## src/pkg/sfpc_pkg.sv

```systemverilog
// constants, carrier types and states for the self-program flash control block
package sfpc_pkg;
    // control/status register: printed offset 0x37 is not word aligned, kept as an index
    localparam logic [7:0]  SFPC_REG_INDEX  = 8'h37;
    localparam logic [11:0] SFPC_REG_ADDR   = {2'h0, SFPC_REG_INDEX, 2'h0};
    localparam logic [7:0]  SFPC_REG_RESET  = 8'h00;

    // field positions
    localparam int SFPC_BIT_IRQ_EN   = 7;
    localparam int SFPC_BIT_BUSY     = 6;
    localparam int SFPC_BIT_SIG_RD   = 5;
    localparam int SFPC_BIT_PROG_EN  = 0;
    localparam int SFPC_CMD_W        = 5;

    // legal low five bit commands
    localparam logic [4:0] SFPC_CMD_REENABLE = 5'h11;
    localparam logic [4:0] SFPC_CMD_LOCKFUSE = 5'h09;
    localparam logic [4:0] SFPC_CMD_PG_WRITE = 5'h05;
    localparam logic [4:0] SFPC_CMD_PG_ERASE = 5'h03;
    localparam logic [4:0] SFPC_CMD_LOAD     = 5'h01;

    // timed windows in clock cycles
    localparam logic [2:0] SFPC_SPM_WINDOW  = 3'h4;
    localparam logic [2:0] SFPC_LPM_WINDOW  = 3'h3;
    localparam logic [2:0] SFPC_LPM_MIN_LEFT = 3'(SFPC_SPM_WINDOW - SFPC_LPM_WINDOW + 3'h1);

    // page organisation (word index z[5:1], page z[15:6])
    localparam int SFPC_PAGE_WORDS = 32;
    localparam int SFPC_WIDX_W     = 5;
    localparam int SFPC_PAGE_W     = 10;
    localparam int SFPC_Z_WORD_LSB = 1;
    localparam int SFPC_Z_PAGE_LSB = 6;
    localparam logic [15:0] SFPC_ERASED_WORD = 16'hffff;
    localparam logic [SFPC_WIDX_W:0] SFPC_STREAM_END = 6'h20;

    // array programming time, timed by reference oscillator ticks
    localparam longint SFPC_PROG_TIME_NS  = 3700000;
    localparam longint SFPC_REF_PERIOD_NS = 125;
    localparam int SFPC_PROG_TICKS =
        int'((SFPC_PROG_TIME_NS + SFPC_REF_PERIOD_NS - 1) / SFPC_REF_PERIOD_NS);
    localparam int SFPC_TICK_W = 16;

    // apb answers
    localparam logic [31:0] SFPC_RDATA_NONE = 32'h0000_0000;

    typedef struct packed {
        logic        spm;
        logic        lpm;
        logic [15:0] z;
        logic [15:0] r1r0;
    } sfpc_cpu_req_type;

    // programmed fuse/lock bits are 1 here, read back inverted
    typedef struct packed {
        logic [7:0] fuse_high;
        logic [7:0] fuse_ext;
        logic [7:0] lock_bits;
        logic [7:0] fuse_low;
    } sfpc_fuse_type;

    typedef struct packed {
        logic                   erase;
        logic                   prog_we;
        logic [SFPC_PAGE_W-1:0] page;
        logic [SFPC_WIDX_W-1:0] word;
        logic [15:0]            data;
    } sfpc_flash_cmd_type;

    typedef enum logic [1:0] {
        SFPC_ST_IDLE,
        SFPC_ST_ERASE,
        SFPC_ST_STREAM,
        SFPC_ST_PROG
    } sfpc_fsm_type;
endpackage

```

## src/core/sfpc_ctrl.sv

```systemverilog
// self-program flash controller: control register, timed windows, buffer and sequencer
// Notes on behaviour
// - section busy bit always reads zero
// - ready irq while enabled, global on, pen clear
// - no ready irq during eeprom write or store
// - sig read plus pen: load within three returns byte
// - store after sig read command does nothing
// - reenable write clears whole temporary buffer
// - lock/fuse read within three cycles, z selects
// - page write stores buffer to upper z page
// - page write bit clears on finish or timeout
// - cpu halted for whole erase or write
// - page erase erases upper z page
// - page erase bit clears on finish or timeout
// - program enable opens four cycle store window
// - pen alone: store r1r0 into buffer word
// - pen clears after store or timeout
// - pen stays high during erase and write
// - only five legal command codes act
// - buffer erased after write, reenable, reset; load once
// - eeprom write blocks programming and fuse reads
// - eeprom write during loading discards buffer
// - programmed fuse/lock bits read zero
`timescale 1ns/1ps
module sfpc_ctrl
    import sfpc_pkg::*;
#(
    parameter int unsigned PROG_TICKS = SFPC_PROG_TICKS
) (
    input  wire logic               clk,
    input  wire logic               rst,
    input  wire logic               ce,
    input  wire logic               psel,
    input  wire logic               penable,
    input  wire logic               pwrite,
    input  wire logic [11:0]        paddr,
    input  wire logic [31:0]        pwdata,
    output logic      [31:0]        prdata,
    output logic                    pready,
    output logic                    pslverr,
    input  wire sfpc_cpu_req_type   cpu_req,
    input  wire logic               irq_global_enable,
    input  wire logic               eeprom_write_busy,
    input  wire logic               ref_tick,
    input  wire sfpc_fuse_type      fuse_lock_prog,
    input  wire logic [31:0]        sig_row,
    output logic                    lpm_hit,
    output logic      [7:0]         lpm_data,
    output logic                    cpu_halt,
    output logic                    ready_irq,
    output sfpc_flash_cmd_type      flash_cmd
);
    typedef struct packed {
        logic [7:0]                  ctrl;
        logic [2:0]                  win;
        sfpc_fsm_type                fsm;
        logic [SFPC_TICK_W-1:0]      ticks;
        logic [SFPC_WIDX_W:0]        widx;
        logic [SFPC_PAGE_WORDS-1:0]  valid;
        logic                        ee_q;
        logic                        lpm_hit;
        logic [7:0]                  lpm_data;
        logic [31:0]                 prdata;
        sfpc_flash_cmd_type          flash;
    } sfpc_state_type;

    sfpc_state_type s_q;
    sfpc_state_type s_d;

    logic                   buf_we;
    logic [SFPC_WIDX_W-1:0] buf_waddr;
    logic [SFPC_WIDX_W-1:0] buf_raddr;
    logic [15:0]            buf_rdata;

    function automatic logic is_legal(input logic [4:0] cmd);
        is_legal = (cmd == SFPC_CMD_REENABLE) || (cmd == SFPC_CMD_LOCKFUSE) ||
                   (cmd == SFPC_CMD_PG_WRITE) || (cmd == SFPC_CMD_PG_ERASE) ||
                   (cmd == SFPC_CMD_LOAD);
    endfunction

    function automatic logic [SFPC_WIDX_W-1:0] z_word(input logic [15:0] z);
        z_word = z[SFPC_Z_WORD_LSB +: SFPC_WIDX_W];
    endfunction

    function automatic logic [7:0] fuse_pick(input sfpc_fuse_type f, input logic [1:0] sel);
        case (sel)
            2'h0:    fuse_pick = ~f.fuse_low;
            2'h1:    fuse_pick = ~f.lock_bits;
            2'h2:    fuse_pick = ~f.fuse_ext;
            default: fuse_pick = ~f.fuse_high;
        endcase
    endfunction

    logic reg_hit;
    logic apb_wr;
    logic apb_setup_rd;
    logic [4:0] cmd_q;
    logic pen_q;
    logic spm_ok;
    logic lpm_ok;
    logic busy_op;

    assign reg_hit      = (paddr == SFPC_REG_ADDR);
    assign apb_wr       = psel && penable && pwrite && reg_hit;
    assign apb_setup_rd = psel && !penable && !pwrite;
    assign cmd_q        = s_q.ctrl[SFPC_CMD_W-1:0];
    assign pen_q        = s_q.ctrl[SFPC_BIT_PROG_EN];
    assign busy_op      = (s_q.fsm != SFPC_ST_IDLE);
    // eeprom write blocks stores and fuse reads alike
    assign spm_ok = cpu_req.spm && pen_q && (s_q.win != 3'h0) && !busy_op &&
                    !eeprom_write_busy;
    assign lpm_ok = cpu_req.lpm && pen_q && (s_q.win >= SFPC_LPM_MIN_LEFT) &&
                    !busy_op && !eeprom_write_busy;

    always_comb begin
        s_d          = s_q;
        buf_we       = 1'b0;
        buf_waddr    = z_word(cpu_req.z);
        buf_raddr    = s_q.widx[SFPC_WIDX_W-1:0];
        s_d.ee_q     = eeprom_write_busy;
        s_d.lpm_hit  = 1'b0;
        s_d.flash.erase   = 1'b0;
        s_d.flash.prog_we = 1'b0;

        // window countdown; expiry drops the command unless an operation holds or starts it
        // a store on the last window cycle must keep erase/write bits for polling
        if (s_q.win != 3'h0) begin
            s_d.win = s_q.win - 3'h1;
            if (s_q.win == 3'h1 && !busy_op && !spm_ok) begin
                s_d.ctrl[SFPC_BIT_SIG_RD:0] = '0;
            end
        end

        // loaded data is lost if an eeprom write starts mid-fill
        if (eeprom_write_busy && !s_q.ee_q && (|s_q.valid)) begin
            s_d.valid = '0;
        end

        if (lpm_ok) begin
            if (cmd_q == SFPC_CMD_LOCKFUSE) begin
                s_d.lpm_hit  = 1'b1;
                s_d.lpm_data = fuse_pick(fuse_lock_prog, cpu_req.z[1:0]);
                s_d.ctrl[SFPC_BIT_SIG_RD:0] = '0;
                s_d.win = 3'h0;
            end else if (cmd_q == SFPC_CMD_LOAD && s_q.ctrl[SFPC_BIT_SIG_RD]) begin
                s_d.lpm_hit  = 1'b1;
                s_d.lpm_data = sig_row[{cpu_req.z[1:0], 3'h0} +: 8];
                s_d.ctrl[SFPC_BIT_SIG_RD:0] = '0;
                s_d.win = 3'h0;
            end
        end

        if (spm_ok) begin
            s_d.win = 3'h0;
            s_d.flash.page = cpu_req.z[SFPC_Z_PAGE_LSB +: SFPC_PAGE_W];
            case (cmd_q)
                SFPC_CMD_PG_ERASE: begin
                    s_d.fsm = SFPC_ST_ERASE;
                end
                SFPC_CMD_PG_WRITE: begin
                    s_d.fsm  = SFPC_ST_STREAM;
                    s_d.widx = '0;
                end
                SFPC_CMD_LOAD: begin
                    // a word already loaded since the last clear is not overwritten
                    if (!s_q.ctrl[SFPC_BIT_SIG_RD] && !s_q.valid[buf_waddr]) begin
                        buf_we = 1'b1;
                        s_d.valid[buf_waddr] = 1'b1;
                    end
                    s_d.ctrl[SFPC_BIT_SIG_RD:0] = '0;
                end
                default: begin
                    s_d.ctrl[SFPC_BIT_SIG_RD:0] = '0;
                end
            endcase
        end

        case (s_q.fsm)
            SFPC_ST_IDLE: begin
                s_d.ticks = '0;
            end
            SFPC_ST_ERASE: begin
                s_d.flash.erase = 1'b1;
                s_d.fsm = SFPC_ST_PROG;
            end
            SFPC_ST_STREAM: begin
                // read latency of one: word n is presented one cycle after its address
                if (s_q.widx != '0) begin
                    s_d.flash.prog_we = 1'b1;
                    s_d.flash.word = SFPC_WIDX_W'(s_q.widx - 6'h1);
                    s_d.flash.data = s_q.valid[s_d.flash.word] ? buf_rdata
                                                               : SFPC_ERASED_WORD;
                end
                if (s_q.widx == SFPC_STREAM_END) begin
                    s_d.fsm = SFPC_ST_PROG;
                end else begin
                    s_d.widx = s_q.widx + 6'h1;
                end
            end
            SFPC_ST_PROG: begin
                if (ref_tick) begin
                    s_d.ticks = s_q.ticks + 16'h1;
                end
                if (s_q.ticks >= SFPC_TICK_W'(PROG_TICKS)) begin
                    s_d.fsm = SFPC_ST_IDLE;
                    if (cmd_q == SFPC_CMD_PG_WRITE) begin
                        s_d.valid = '0;
                    end
                    s_d.ctrl[SFPC_BIT_SIG_RD:0] = '0;
                end
            end
            default: begin
                s_d.fsm = SFPC_ST_IDLE;
            end
        endcase

        if (apb_wr) begin
            s_d.ctrl[SFPC_BIT_IRQ_EN] = pwdata[SFPC_BIT_IRQ_EN];
            // commands only start while idle and no eeprom write runs
            if (is_legal(pwdata[SFPC_CMD_W-1:0]) && !busy_op && !pen_q &&
                !eeprom_write_busy) begin
                s_d.ctrl[SFPC_CMD_W-1:0] = pwdata[SFPC_CMD_W-1:0];
                s_d.ctrl[SFPC_BIT_SIG_RD] = pwdata[SFPC_BIT_SIG_RD] &&
                                           (pwdata[SFPC_CMD_W-1:0] == SFPC_CMD_LOAD);
                s_d.win = SFPC_SPM_WINDOW;
                if (pwdata[SFPC_CMD_W-1:0] == SFPC_CMD_REENABLE) begin
                    s_d.valid = '0;
                end
            end
        end
        s_d.ctrl[SFPC_BIT_BUSY] = 1'b0;

        if (apb_setup_rd) begin
            s_d.prdata = reg_hit ? {24'h0, s_q.ctrl} : SFPC_RDATA_NONE;
        end
    end

    always_ff @(posedge clk) begin
        if (rst) begin
            s_q        <= '0;
            s_q.ctrl   <= SFPC_REG_RESET;
            s_q.fsm    <= SFPC_ST_IDLE;
        end else if (ce) begin
            s_q <= s_d;
        end
    end

    sfpc_page_buf u_buf (
        .clk   (clk),
        .ce    (ce),
        .we    (buf_we && ce),
        .waddr (buf_waddr),
        .wdata (cpu_req.r1r0),
        .raddr (buf_raddr),
        .rdata (buf_rdata)
    );

    // zero wait state slave; read data was captured in the setup cycle
    assign pready    = 1'b1;
    assign pslverr   = psel && penable && !reg_hit;
    assign prdata    = s_q.prdata;
    assign lpm_hit   = s_q.lpm_hit;
    assign lpm_data  = s_q.lpm_data;
    assign flash_cmd = s_q.flash;
    assign cpu_halt  = busy_op;
    assign ready_irq = s_q.ctrl[SFPC_BIT_IRQ_EN] && irq_global_enable && !pen_q &&
                       !eeprom_write_busy && !busy_op;
endmodule // sfpc_ctrl

```

## src/core/sfpc_page_buf.sv

```systemverilog
// temporary page buffer memory with registered read data
`timescale 1ns/1ps
module sfpc_page_buf
    import sfpc_pkg::*;
(
    input  wire logic                   clk,
    input  wire logic                   ce,
    input  wire logic                   we,
    input  wire logic [SFPC_WIDX_W-1:0] waddr,
    input  wire logic [15:0]            wdata,
    input  wire logic [SFPC_WIDX_W-1:0] raddr,
    output logic      [15:0]            rdata
);
    logic [15:0] mem [SFPC_PAGE_WORDS];

    // contents need no reset: per-word valid flags live in the controller
    always_ff @(posedge clk) begin
        if (ce) begin
            if (we) begin
                mem[waddr] <= wdata;
            end
            rdata <= mem[raddr];
        end
    end
endmodule // sfpc_page_buf

```

## config.mk

```make
export PLATFORM = sky130hd
export DESIGN_NAME = sfpc_ctrl
export DESIGN_NICKNAME = d
export VERILOG_FILES = /design/src/pkg/sfpc_pkg.sv /design/src/core/sfpc_ctrl.sv /design/src/core/sfpc_page_buf.sv
export SDC_FILE = /design/constraint.sdc
export NUM_CORES = 1
export LEC_CHECK = 0
export ABC_AREA = 1
export BUFFER_PORTS_ARGS = -buffer_cell sky130_fd_sc_hd__buf_2
export CAP_MARGIN = 20
export CORE_ASPECT_RATIO = 1.5
export CORE_UTILIZATION = 45
export DETAILED_ROUTE_END_ITERATION = 8
export PLACE_DENSITY_LB_ADDON = 0.2
export SYNTH_ARGS = -nofsm -noshare
export SYNTH_HDL_FRONTEND = slang
export SYNTH_SLANG_ARGS = --single-unit
```

## constraint.sdc

```tcl
create_clock -name clk -period 2.9 [get_ports clk]
set_input_delay 0.145 -clock clk [delete_from_list [all_inputs] [get_ports clk]]
set_output_delay 0.145 -clock clk [all_outputs]
set_load 0.02 [all_outputs]
```

# Yosys cells after proc, flatten, opt, wreduce, memory -nomap -nowiden
# Memories as Yosys holds them, arrays and structs flattened. A register that Yosys moved wholly into a read port is not among the register bits.
# Index checks and enable logic that the tools add are counted.
dict set report op_classes {
  bitwise 5
  n_reduce_logical 59
  shift 1
  muxes 51
  addsub 4
  order_cmp 5
  n_eq_ne 18
}
# op n
set op_table {}
lappend op_table {{$mux 32} 9}
lappend op_table {{$mux 9} 9}
lappend op_table {{$mux 6} 7}
lappend op_table {{$mux 38} 1}
lappend op_table {{$mux 16} 2}
lappend op_table {{$not 8->8} 4}
lappend op_table {{$or 32x32->32} 1}
lappend op_table {{$pmux 16 s2} 1}
lappend op_table {{$reduce_or 32->1} 1}
lappend op_table {{$shiftx 32x6->8} 1}
lappend op_table {{$logic_and 1x1->1} 30}
lappend op_table {{$pmux 8 s3} 1}
lappend op_table {{$add 16x1->16 const B} 1}
lappend op_table {{$ge 16x15->1 const B} 1}
lappend op_table {{$eq 12x8->1 const B} 1}
lappend op_table {{$lt 5x6->1 const B} 2}
lappend op_table {{$mux 1} 12}
lappend op_table {{$mux 11} 1}
lappend op_table {{$bmux 1 s5} 2}
lappend op_table {{$eq 5x1->1 const B} 2}
lappend op_table {{$eq 5x2->1 const B} 2}
lappend op_table {{$eq 5x3->1 const B} 2}
lappend op_table {{$eq 5x4->1 const B} 2}
lappend op_table {{$logic_not 1->1} 10}
lappend op_table {{24 further kinds} 38}
dict set report word_totals {
  mem_bits_rw 512
  ff_bits 141
  memories 1
  in_bits 151
}
# memory words width rd rd_clocked_by_memory_dff wr line_no
set memory_table {}
lappend memory_table {u_buf.mem 32 16 1 1 1 sfpc_page_buf.sv:14} ;# logic [15:0] mem [SFPC_PAGE_WORDS];

# Logic depth before layout (Yosys ltp)
dict set report depth {
  ltp_word 17
  depth_mapped 15
  mapped_depth_nobuf 13
}

# Cells and area by module
# From an unflattened synthesis, not the netlist that was laid out.
dict set report hier_totals {
  cells_unflattened 3006
  hier_area_um2 29314.4
}
# mod area_each_um2 instances cells_each seq_area_each_um2
set modules_own_cells {}
lappend modules_own_cells {sfpc_page_buf 21435.6 1 1796 15855.2}
lappend modules_own_cells {sfpc_ctrl 7878.8 1 1210 2322.2}

# Least setup slack after synthesis
# No wires, ideal clock.
dict set report synth_path {
  kind {register to register}
  start {register s_q[131] in the netlist's numbering}
  end {memory u_buf.mem[10][0], enable pin}
  arrival_time_ns 2.623
  path_stages_with_launch 10
  setup_slack_ns -0.133
  path_cell_list {dfxtp_1 -> inv_1 -> ha_1 -> nand2_1 -> nand2_1 -> nor2_2 -> nand2_1 -> inv_1 -> nand2_1 -> nor3_1}
}
dict set report synth_between {
  elab_chain_len 9
}
# element line_no
set synth_rtl {}
lappend synth_rtl {{from (decl)} sfpc_ctrl.sv:67} ;# sfpc_state_type s_q;
lappend synth_rtl {{$reduce_bool 3->1} sfpc_ctrl.sv:110} ;# assign spm_ok = cpu_req.spm && pen_q && (s_q.win != 3'h0) && !busy_op &&
lappend synth_rtl {{$logic_and 1x1->1 (3 in series)} sfpc_ctrl.sv:110}
lappend synth_rtl {{$mux 1} sfpc_ctrl.sv:153} ;# if (spm_ok) begin
lappend synth_rtl {{$logic_and 1x1->1} sfpc_ctrl.sv:251} ;# .we (buf_we && ce),
lappend synth_rtl {{$mux 1} sfpc_page_buf.sv:19} ;# if (we) begin
lappend synth_rtl {{$mux 1} sfpc_page_buf.sv:18} ;# if (ce) begin
lappend synth_rtl {{$mux 1 (not written as such)} sfpc_page_buf.sv:20} ;# mem[waddr] <= wdata;
lappend synth_rtl {{to (decl)} sfpc_page_buf.sv:14}
# No other way between the ends.

# Final worst setup path
dict set report layout_path {
  start {register s_q[131] in the netlist's numbering}
  end {register s_q, in the netlist flash_cmd[30]}
}
dict set report layout_between {
  elab_chain_len 5
}
# element line_no
set layout_rtl {}
lappend layout_rtl {{$reduce_bool 3->1} sfpc_ctrl.sv:110}
lappend layout_rtl {{$logic_and 1x1->1 (3 in series)} sfpc_ctrl.sv:110}
lappend layout_rtl {{$reduce_and 2->1 (no source line)} n/a}
# No other way between the ends.
# A chain may end at the register's enable or synchronous reset.

==> results.yml <==
status:
  status: "finished clean"
yosys:
  synth.avg_cell_area_sq_um: 10.3
  ys_ff_latch: 644
  synth_cells: 2719
  synth_cell_types: 42
  netlist_area_sq_um: 28000
  yosysSeqAreaShare_pct: 64.9
  async_flop_share_pct: 0
  yosys_warnings: 0
  synth_edf_count: 528
  synth_top_flop_cell: "edfxtp_1"
drt:
  vias: 21000
  wl_per_cell_um: 20.4
  first_pass_iters: 7
  remaining_drc_errors: 0
  via_per_inst: 5.63
  final_antenna_net_count: 0
  wl_mm: 76.3
  drt_first_iter_violations: 1553
sta:
  max_freq_mhz: 366
  fin_skew_ns: 0.0188
  final.period_utilization_pct: 94.3
  maxSlewViolCount: 0
  period_minus_slack_ns: 2.74
  slew_headroom_pct: 40.5
  rsz0062_at_grt: "false"
  setup_tns_ns: 0
  final_hold_viol_count: 0
  worst_slew_pin_slew_ns: 0.885
  setup_violations: 0
  hold_ws_ns: 0.0214
grt:
  first_global_vias: 20500
  grt_use_total_pct: 23.7
  grt_remaining_overflow: 0
  antenna_found_initial: 5
  grt_first_pass_wirelength_mm: 115
  grt_max_degree: 177
clock_network:
  tritoncts: "built"
  htreeDepth: 2
  cts.sinks: 644
  clkSlewWorstSetupHoldPaths_ns: 0.06
  cts_buffers: 58
  post_cts_buffers: 0
  clock_latency_ns: 0.61
  cts_root_buffer: "clkbuf_16"
  cts_buffer_depth: 3
flow_run:
  drv_cap: 0
power:
  powerDensity_nw_per_um2: 589
  ir_drop_v: 0.000506
  p_leak_nw: 11.5
worst_setup_path:
  critPathLaunchType: "flop"
  criticalPathCategory: "reg2reg"
  end_kind: "flop"
  required_ns: 3.43
  worstPathMaxFanout: 14
  r2r_slack_ns: 0.16
  worstPathArrival_ns: 3.27
floorplanning:
  initial_core_util_pct: 45.6
  ioPinCount: 229
  die_area_sq_um: 63300
  rows: 111
  core-area_sq_um: 61400
  die_y_um: 308
  die_w_um: 206
finish:
  drive_gt1_share_pct: 14.2
  mostFrequentLayoutCell: "edfxtp_1"
  syn_to_final_growth_pct: 15.0
  nets: 3055
  final_cell_mix: "edfxtp_1 (528), nand2_1 (453), nor2_1 (388)"
place:
  gp_congestion: 0.919
  portBuffers: 177
  dp_hpwl_mm: 47.4
worst_hold_path:
  hp-class: "in2reg"
==> metal layers <==
metal	routed length, um	vias up	track usage [%]	part of all wire, %
met5	10	-	0	0.013
met4	3560	2	11.8	4.7
met3	3980	193	2.84	5.2
met2	40300	775	43.9	53
met1	28400	10200	26.4	37
li1	-	9886	-	-
==> kinds of logic after synthesis <==
logic type      Yosys count  share of synthesized area, %
compound gates          695                          13.5
buf+inv                 323                          5.68
simple gates           1038                          15.2
other cells               2                        0.0268
flops                   644                          64.9
xor+xnor                  8                         0.277
fa+ha+maj                 9                         0.402
==> flip-flops by register name, summed over array words and instances (netlist names) <==
signal / cells
buf_raddr: 5
lpm_data: 8
flash_cmd: 33
lpm_hit: 1
u_buf.mem: 512
cmd_q: 5
s_q: 57
u_buf.rdata: 16
prdata: 7
==> synthesized netlist by cell type, types with 2 or more instances <==
cell type / n / share of area, %
a211oi_1: 19 / 0.51
a21oi_1: 162 / 2.9
a21oi_2: 4 / 0.13
a22o_1: 2 / 0.063
a22oi_1: 20 / 0.54
a31oi_1: 4 / 0.089
and3_1: 2 / 0.045
buf_1: 3 / 0.040
buf_2: 42 / 0.75
buf_4: 81 / 2.2
buf_6: 3 / 0.12
clkbuf_1: 105 / 1.4
conb_1: 2 / 0.027
dfxtp_1: 116 / 8.3
edfxtp_1: 528 / 57
ha_1: 9 / 0.40
inv_1: 82 / 1.1
inv_2: 6 / 0.080
nand2_1: 453 / 6.1
nand2_2: 2 / 0.045
nand3_1: 62 / 1.1
nand4_1: 50 / 1.1
nor2_1: 391 / 5.2
nor2_2: 6 / 0.13
nor2_4: 2 / 0.080
nor3_1: 56 / 1.0
nor3_2: 6 / 0.21
nor3b_1: 4 / 0.11
nor4_1: 2 / 0.045
o211ai_1: 3 / 0.080
o21a_1: 2 / 0.054
o21ai_0: 343 / 6.1
o21ai_1: 7 / 0.13
o22ai_1: 127 / 2.8
xor2_1: 6 / 0.19
==> metrics by stage <==
step / area [sq um] / instances / utilization (%) / power [mW] / worst slack (ns)
2_1_floorplan: 28100 / 2743 / - / 10.9 / -0.133
3_3_place_gp: 29700 / 3569 / 48.4 / 11.2 / 0.357
3_5_place_dp: 29700 / 3570 / 48.4 / 11.3 / 0.246
4_1_cts: 32200 / 3734 / 52.5 / 19.1 / 0.236
5_1_grt: 32200 / 3735 / 52.5 / 19.5 / 0.0281
6_report: 32200 / 3735 / 52.5 / 19.0 / 0.164
==> worst paths after layout <==
path	startpoint	endpoint	cells past startpoint
setup / recovery	s_q[131]	flash_cmd[30]	10
hold / removal	fuse_lock_prog[25]	lpm_data[1]	4
setup reg to reg	s_q[131]	flash_cmd[30]	10
hold reg to reg	lpm_hit	lpm_hit	2
==> cell type report <==
type,count,area (sq um)
diodes,1,2.50
clock buffers,75,1540
clock inverters,33,398
fillers,5342,29200
inverters,89,340
multi-input cells,1776,8510
flip-flops and latches,644,18200
well taps,791,990
repair buffers,326,2270
==> worst max-delay path: stages, from the launching register on <==
cell and delay (ns):
dfxtp_1 0.34, inv_1 0.10, ha_1 0.22, nand2_1 0.13, nand2_1 0.08, nor2_2 0.16, buf_6 0.19, nand3_1 0.07
dlygate4sd3_1 0.57, a21oi_1 0.19, dlygate4sd3_1 0.61
==> power by group <==
part | switching (mW) | internal (mW)
Clock | 3.40 | 4.46
Sequential | 0.0286 | 10.0
Combinational | 0.763 | 0.315
Total | 4.19 | 14.8
==> repair_timing <==
action,CTS,global route
gates resized for setup,0,1
endpoints found under the setup margin,0,1
hold buffers,56,0
endpoints found under the hold margin,27,0
No activity file was read; power rests on OpenSTA's default activity.
